### config.mk
export PLATFORM = sky130hd
export DESIGN_NAME = csg_security_gate
export DESIGN_NICKNAME = d
export VERILOG_FILES = /design/src/design/csg_pkg.sv /design/src/design/csg_security_gate.sv /design/src/design/csg_pin_sync.sv
export SDC_FILE = /design/constraint.sdc
export NUM_CORES = 1
export LEC_CHECK = 0
export BUFFER_PORTS_ARGS = -buffer_cell sky130_fd_sc_hd__buf_4
export CORE_MARGIN = 3
export CORE_UTILIZATION = 40
export DETAILED_ROUTE_END_ITERATION = 12
export GPL_TIMING_DRIVEN = 0
export MAX_ROUTING_LAYER = met4
export PLACE_DENSITY = 0.63
export SLEW_MARGIN = 20
export SYNTH_ARGS = -nofsm -noshare
export SYNTH_HDL_FRONTEND = slang
export SYNTH_SLANG_ARGS = --single-unit
### constraint.sdc
create_clock -name clk -period 0.8 [get_ports clk]
set_input_delay 0.08 -clock clk [delete_from_list [all_inputs] [get_ports clk]]
set_output_delay 0.08 -clock clk [all_outputs]
set_load 0.005 [all_outputs]
### src/design/csg_pkg.sv
// chip security gate: shared types and constants
// assumes all users reference items as csg_pkg::name
package csg_pkg;

	localparam int SEC_W = 2;
	// the one pattern of the security field that leaves the part open
	localparam logic [SEC_W-1:0] SEC_UNSECURED = 2'h2;
	// pattern the nvm logic writes back after a full erase
	localparam logic [SEC_W-1:0] SEC_PROGRAM_VALUE = 2'h2;

	// cycles waited after reset release so the mode pin synchroniser has settled
	localparam logic [2:0] SETTLE_CYCLES = 3'h4;

	// invalid back-door key words, used by the bench's host key check
	localparam logic [15:0] KEY_INVALID_LO = 16'h0000;
	localparam logic [15:0] KEY_INVALID_HI = 16'hFFFF;

	typedef enum logic [2:0] {
		DBG_CSR_ACCESS,
		DBG_MASS_ERASE,
		DBG_MEM_READ,
		DBG_MEM_WRITE,
		DBG_OTHER
	} csg_dbg_cmd_t;

	typedef enum logic [2:0] {
		NVM_ERASE_ALL,
		NVM_ERASE_VERIFY_ALL,
		NVM_PROGRAM,
		NVM_ERASE_SECTOR,
		NVM_READ_ONCE,
		NVM_OTHER
	} csg_nvm_cmd_t;

	localparam int NVM_CLASSES = 6;
	// classes still allowed while secured: full erase and its blank check
	localparam logic [NVM_CLASSES-1:0] NVM_SECURE_ALLOWED = 6'h03;

	typedef struct packed {
		logic valid;
		csg_dbg_cmd_t cmd;
	} csg_dbg_req_t;

	typedef struct packed {
		logic valid;
		csg_nvm_cmd_t cmd;
	} csg_nvm_req_t;

	typedef struct packed {
		logic grant;
		logic refuse;
	} csg_answer_t;

endpackage : csg_pkg

### src/design/csg_security_gate.sv
// chip security gate: decodes the security state at reset and gates
// debug unit commands by security and operating mode, nvm commands by security alone.
// assumes security_field is stable from the options byte during reset and
// that the mode pin is a strap held steady around reset release.
//
// Contract
// only security field pattern 10 unsecures; 00, 01, 11 mean secured
// secured normal single chip: debug unit fully off, no command serviced
// secured in either mode: restrict flash/eeprom commands, refuse excluded ones
// secured special mode: debug accepts only mass erase and control/status access
// special single chip mode leaves reset with active debug mode on
// secured special mode: block memory reads/writes, erase still allowed
// after a good full erase, program security field to the unsecured value
// reprogrammed unsecured field takes effect only at the next reset
// host software never uses key words 0x0000 or 0xFFFF
// sample security field during reset, hold state until next reset
`timescale 1ns/10ps
module csg_security_gate (
	// clock and reset
	input wire logic clk,
	input wire logic nrst,
	// options byte and mode strap
	input wire logic [csg_pkg::SEC_W-1:0] security_field,
	input wire logic special_mode_pin,
	// debug unit command request and answer
	input wire csg_pkg::csg_dbg_req_t dbg_req,
	output csg_pkg::csg_answer_t dbg_answer,
	// nvm command request and answer
	input wire csg_pkg::csg_nvm_req_t nvm_req,
	output csg_pkg::csg_answer_t nvm_answer,
	// nvm erase completion and security write-back
	input wire logic erase_all_done,
	input wire logic erase_all_ok,
	input wire logic sec_prog_ack,
	output logic sec_prog_req,
	output logic [csg_pkg::SEC_W-1:0] sec_prog_value,
	// state seen by the rest of the chip
	output logic ready,
	output logic secured,
	output logic special_single_chip,
	output logic background_debug_unit_enable,
	output logic active_debug_mode,
	output logic unsecure_pending
);

	typedef enum logic [1:0] {
		PH_SETTLE,
		PH_CAPTURE,
		PH_RUN
	} csg_phase_t;

	typedef struct packed {
		csg_phase_t phase;
		logic [2:0] settle;
		logic ready;
		logic secured;
		logic special;
		logic dbg_enable;
		logic active_dbg;
		csg_pkg::csg_answer_t dbg_ans;
		csg_pkg::csg_answer_t nvm_ans;
		logic prog_req;
		logic pending;
	} csg_state_t;

	localparam csg_state_t RESET_STATE = '{
		phase: PH_SETTLE,
		settle: 3'h0,
		ready: 1'b0,
		secured: 1'b1,
		special: 1'b0,
		dbg_enable: 1'b0,
		active_dbg: 1'b0,
		dbg_ans: '{grant: 1'b0, refuse: 1'b0},
		nvm_ans: '{grant: 1'b0, refuse: 1'b0},
		prog_req: 1'b0,
		pending: 1'b0
	};

	logic rst_meta;
	logic rst_n;
	logic special_pin_clean;
	csg_state_t st;
	csg_state_t next_st;

	// anything other than the single open pattern fails safe to secured
	function automatic logic decode_secured(input logic [csg_pkg::SEC_W-1:0] field);
		return field != csg_pkg::SEC_UNSECURED;
	endfunction : decode_secured

	function automatic logic dbg_allowed(input logic sec, input logic spec,
			input csg_pkg::csg_dbg_cmd_t cmd);
		logic ok;
		ok = 1'b1;
		if (sec && !spec) begin
			ok = 1'b0;
		end else if (sec) begin
			// memory-mapped reads and writes stay blocked, erase still works
			ok = (cmd == csg_pkg::DBG_MASS_ERASE) || (cmd == csg_pkg::DBG_CSR_ACCESS);
		end
		return ok;
	endfunction : dbg_allowed

	function automatic logic nvm_allowed(input logic sec, input csg_pkg::csg_nvm_cmd_t cmd);
		logic ok;
		ok = 1'b1;
		if (sec) begin
			ok = csg_pkg::NVM_SECURE_ALLOWED[cmd];
		end
		return ok;
	endfunction : nvm_allowed

	// reset released through two flops so all state leaves reset together
	always_ff @(posedge clk or negedge nrst) begin
		if (!nrst) begin
			rst_meta <= 1'b0;
			rst_n <= 1'b0;
		end else begin
			rst_meta <= 1'b1;
			rst_n <= rst_meta;
		end
	end

	csg_pin_sync #(
		.INIT(1'b0)
	) u_mode_sync (
		.clk(clk),
		.rst_n(rst_n),
		.din(special_mode_pin),
		.dout(special_pin_clean)
	);

	always_comb begin
		next_st = st;
		next_st.dbg_ans = '{grant: 1'b0, refuse: 1'b0};
		next_st.nvm_ans = '{grant: 1'b0, refuse: 1'b0};
		unique case (st.phase)
			PH_SETTLE: begin
				// wait out the synchroniser before trusting the strap
				next_st.settle = st.settle + 3'h1;
				if (st.settle == csg_pkg::SETTLE_CYCLES) begin
					next_st.phase = PH_CAPTURE;
				end
			end
			PH_CAPTURE: begin
				// latched once per reset; nothing later can change it
				next_st.secured = decode_secured(security_field);
				next_st.special = special_pin_clean;
				// special mode enters debug mode whatever the security
				next_st.active_dbg = special_pin_clean;
				next_st.dbg_enable = !(decode_secured(security_field) && !special_pin_clean);
				next_st.ready = 1'b1;
				next_st.phase = PH_RUN;
			end
			PH_RUN: begin
				if (dbg_req.valid) begin
					if (dbg_allowed(st.secured, st.special, dbg_req.cmd)) begin
						next_st.dbg_ans.grant = 1'b1;
					end else begin
						next_st.dbg_ans.refuse = 1'b1;
					end
				end
				if (nvm_req.valid) begin
					if (nvm_allowed(st.secured, nvm_req.cmd)) begin
						next_st.nvm_ans.grant = 1'b1;
					end else begin
						next_st.nvm_ans.refuse = 1'b1;
					end
				end
				// write-back request holds until the nvm logic takes it
				if (st.prog_req && sec_prog_ack) begin
					next_st.prog_req = 1'b0;
				end
				if (erase_all_done && erase_all_ok) begin
					next_st.prog_req = 1'b1;
					next_st.pending = st.secured;
				end
				// secured is deliberately left alone: opens at next reset only
				next_st.secured = st.secured;
			end
		endcase
	end

	always_ff @(posedge clk or negedge rst_n) begin
		if (!rst_n) begin
			st <= RESET_STATE;
		end else begin
			st <= next_st;
		end
	end

	assign dbg_answer = st.dbg_ans;
	assign nvm_answer = st.nvm_ans;
	assign sec_prog_req = st.prog_req;
	assign sec_prog_value = csg_pkg::SEC_PROGRAM_VALUE;
	assign ready = st.ready;
	assign secured = st.secured;
	assign special_single_chip = st.special;
	assign background_debug_unit_enable = st.dbg_enable;
	assign active_debug_mode = st.active_dbg;
	assign unsecure_pending = st.pending;

endmodule : csg_security_gate

### src/design/csg_pin_sync.sv
// chip security gate: three-flop pin synchroniser with agreement filter
// assumes din is asynchronous to clk; rst_n is already synchronised
`timescale 1ns/10ps
module csg_pin_sync #(
	parameter logic INIT = 1'b0
) (
	// clock and reset
	input wire logic clk,
	input wire logic rst_n,
	// pin and clean level
	input wire logic din,
	output logic dout
);

	typedef struct packed {
		logic s1;
		logic s2;
		logic s3;
		logic level;
	} csg_sync_state_t;

	csg_sync_state_t st;
	csg_sync_state_t next_st;

	always_comb begin
		next_st = st;
		next_st.s1 = din;
		next_st.s2 = st.s1;
		next_st.s3 = st.s2;
		// s1 feeds only s2; a change counts once s2 and s3 agree
		if (st.s2 == st.s3) begin
			next_st.level = st.s3;
		end
	end

	always_ff @(posedge clk or negedge rst_n) begin
		if (!rst_n) begin
			st <= '{s1: INIT, s2: INIT, s3: INIT, level: INIT};
		end else begin
			st <= next_st;
		end
	end

	assign dout = st.level;

endmodule : csg_pin_sync

==> reports/qor.yml <==
status:
  status: "finished with violations"
  violations: "setup timing"
yosys:
  syn_avg_cell_area_um2: 12.7
  synth_top_family_by_area: "simple AND/OR/NAND/NOR gates"
  ys_ff_latch: 21
  synth-seq-area-share_pct: 63.0
  synth_most_common_cell: "dfrtp_1"
  netlist.area_leader.share_pct: 59.9
  synthArstFlopShare_pct: 100
  synth.cell_area_um2: 836
  synthXorXnorAreaFrac_pct: 2.10
  synth_fa_ha_area_share_pct: 4.19
  synth_area_leaders: "dfrtp_1 60%, buf_4 6.3%, dfstp_2 3.1%"
  ys_top_cells_by_count: "20 x dfrtp_1, 7 x buf_4, 7 x nand2_1"
  synth.distinct_cells: 25
  synth_compound_area_share_pct: 6.59
  synthMuxAreaShare_pct: 3.14
  synthSimpleGateAreaFrac_pct: 11.5
  ys.flop_type: "dfrtp_1"
  synth-edff-count: 0
  synth_top_cell_by_area: "dfrtp_1"
  yosys_warnings: 0
  synthCells: 66
place:
  hpwlAfterDp_um: 972
  dp_cells: 116
  place_ws_ns: -0.343
  gp_congestion: 0.675
  io_buffers: 24
global_routing:
  grt_max_degree: 20
  grt-ovfl-total: 0
  grt_pass1_wl_um: 2480
  grt_antenna_before_repair: 0
  grt_pass1_vias: 580
  grt_usage_pct: 13.1
worst_setup_path:
  crit_chain: "nor2b_4 -> nand3_2 -> mux2_4"
  cp.arrival_ns: 1.31
  slowest_stage: "dfrtp_2"
  crit_path_max_fanout: 4
  critPathCaptureType: "flip-flop"
  required_ns: 0.99
  worst_setup_path_start_kind: "flip-flop"
  max_stage_delay_ns: 0.46
  critPathBufInv: 0
  worst-setup-path-type: "reg -> reg"
  critPathTopFamily: "flip-flops"
sta:
  slew_violations: 0
  fin_crit_ns: 1.11
  period_share_pct: 139
  relSlewSlack_pct: 50.5
  hold_slack_ns: 0.0211
  hold_viol_final: 0
  tightestPinTransition_ns: 0.743
  max_freq_ghz: 0.898
  finClkSkew_ns: 0.00450
  setup_ws_ns: -0.313
  setup_viol: 28
  rsz0062_at_grt: "yes"
cts:
  cts_buffers: 3
  cts_max_path_buffers: 2
  htree_levels: 1
  clock_latency_ns: 0.30
  numClockSinks: 21
  clkTransAtPathRegs_ns: 0.12
  ctsRootBufferMaster: "clkbuf_4"
  tritoncts: "built"
floorplanning:
  floorplan.initialDensity_pct: 45.4
  num_io_pins: 29
  row_count: 15
  die_w_um: 51.7
  core_area_um2: 1840
  die_h_um: 51.7
  die_area_um2: 2670
route:
  ant_nets: 0
  drtIter0Drc: 0
  firstDrtPassIters: 1
  route.vias.total: 579
  post_drt_via_cell_ratio: 4.39
  drc_errors: 0
  routed_wl_um: 1540
  wl_per_cell_um: 11.6
cells_and_area:
  area_delta_synth_final_pct: 53.6
  num-nets-final: 126
  fillers: 145
  drive_gt1_share_pct: 58.9
  fin_util_pct: 69.8
  instances_no_fill: 132
  num_antenna_cells: 0
pwr:
  ir_worst_vdd_mv: 1.37
  power_density_nw_per_um2: 1510
  leakagePower_uw: 0.000624
min_path:
  worstHoldPathType: "in -> reg"
job:
  drv_cap: 0
## cell type report
cell class	count	area (um2)	area share (%)
Buffer	3	26.3	2.05
Sequential cell	21	528	41.1
Multi-Input combinational cell	34	284	22.1
Timing Repair Buffer	40	368	28.7
Clock inverter	1	5.00	0.390
Tap cell	25	31.3	2.44
Inverter	5	18.8	1.46
Clock buffer	3	22.5	1.75
## worst paths after layout
kind | startpoint | to | slack [ns] | depth (start not counted)
worst max-delay path | st[14]$_DFFE_PN0P_ | unsecure_pending$_DFFE_PN0P_ | -0.31 | 3
worst min-delay path | security_field[0] | secured$_DFFE_PN1P_ | 0.02 | 3
worst max register to register | st[14]$_DFFE_PN0P_ | unsecure_pending$_DFFE_PN0P_ | -0.31 | 3
worst min register to register | rst_n$_DFF_PN0_ | u_mode_sync.dout$_DFFE_PN0N_ | 0.32 | 0
max in group asynchronous | rst_n$_DFF_PN0_ | st[14]$_DFFE_PN0P_ | -0.02 | 0
min in group asynchronous | nrst | rst_meta$_DFF_PN0_ | 0.07 | 2
## cell usage in the layout (no fill, tap or decap), types with 2 or more instances in the layout
cell	netlist	layout
o21ai_2	0	3
inv_1	5	4
conb_1	2	3
nand3_2	1	2
buf_4	7	23
buf_6	0	17
mux2_4	1	2
dfrtp_1	20	19
clkbuf_4	0	3
nand2_1	7	6
ha_1	2	2
dlygate4sd3_1	0	3
## routing by layer
metal / routed length, um / track usage, % / up-vias
met5: 0 / - / -
met4: 24 / 5.24 / 0
met3: 69 / 2.58 / 4
met2: 855 / 22.2 / 16
met1: 585 / 15.2 / 272
li1: - / - / 287
## repair_timing
action	4_1_cts	5_1_grt
hold buffers	3	0
resized for setup	20	8
hold endpoints to repair	4	0
pin swaps	2	4
buffers inserted	12	1
endpoints found under the setup margin	45	46
## through the flow
step / power [uW] / TNS [ns] / area, um2
after floorplan: 1270 / -1.70 / 848
after global placement: 1400 / -3.08 / 1060
after detailed placement: 1400 / -3.28 / 1060
after CTS: 1970 / -5.38 / 1250
after global routing: 2060 / -8.07 / 1280
final: 1940 / -4.71 / 1280
## state kept, by name, indices dropped and copies added, names as in the netlist
| signal | flops |
|---|---|
| rst_meta | 1 |
| nvm_answer | 2 |
| sec_prog_req | 1 |
| active_debug_mode | 1 |
| st | 5 |
| background_debug_unit_enable | 1 |
| u_mode_sync.next_st | 2 |
| dbg_answer | 2 |
| ready | 1 |
| u_mode_sync.dout | 1 |
| rst_n | 1 |
| secured | 1 |
| unsecure_pending | 1 |
| u_mode_sync.st | 1 |
## kinds of logic after synthesis
logic type	count (synthesis)
flops	21
simple gates	16
buf+inv	12
compound gates	8
fa+ha+maj	3
other cells	2
xor+xnor	2
mux	2
## power breakdown
group          switching (uW)  total, uW  internal [uW]
Combinational            71.7        278            206
Sequential               50.1       1170           1120
Clock                     311        497            186
## worst reg2reg max path, cell delays in order, from the launching register on
cell	delay [ns]
dfrtp_2	0.46
nor2b_4	0.14
nand3_2	0.10
mux2_4	0.31
(Power assumes the default switching activity.)
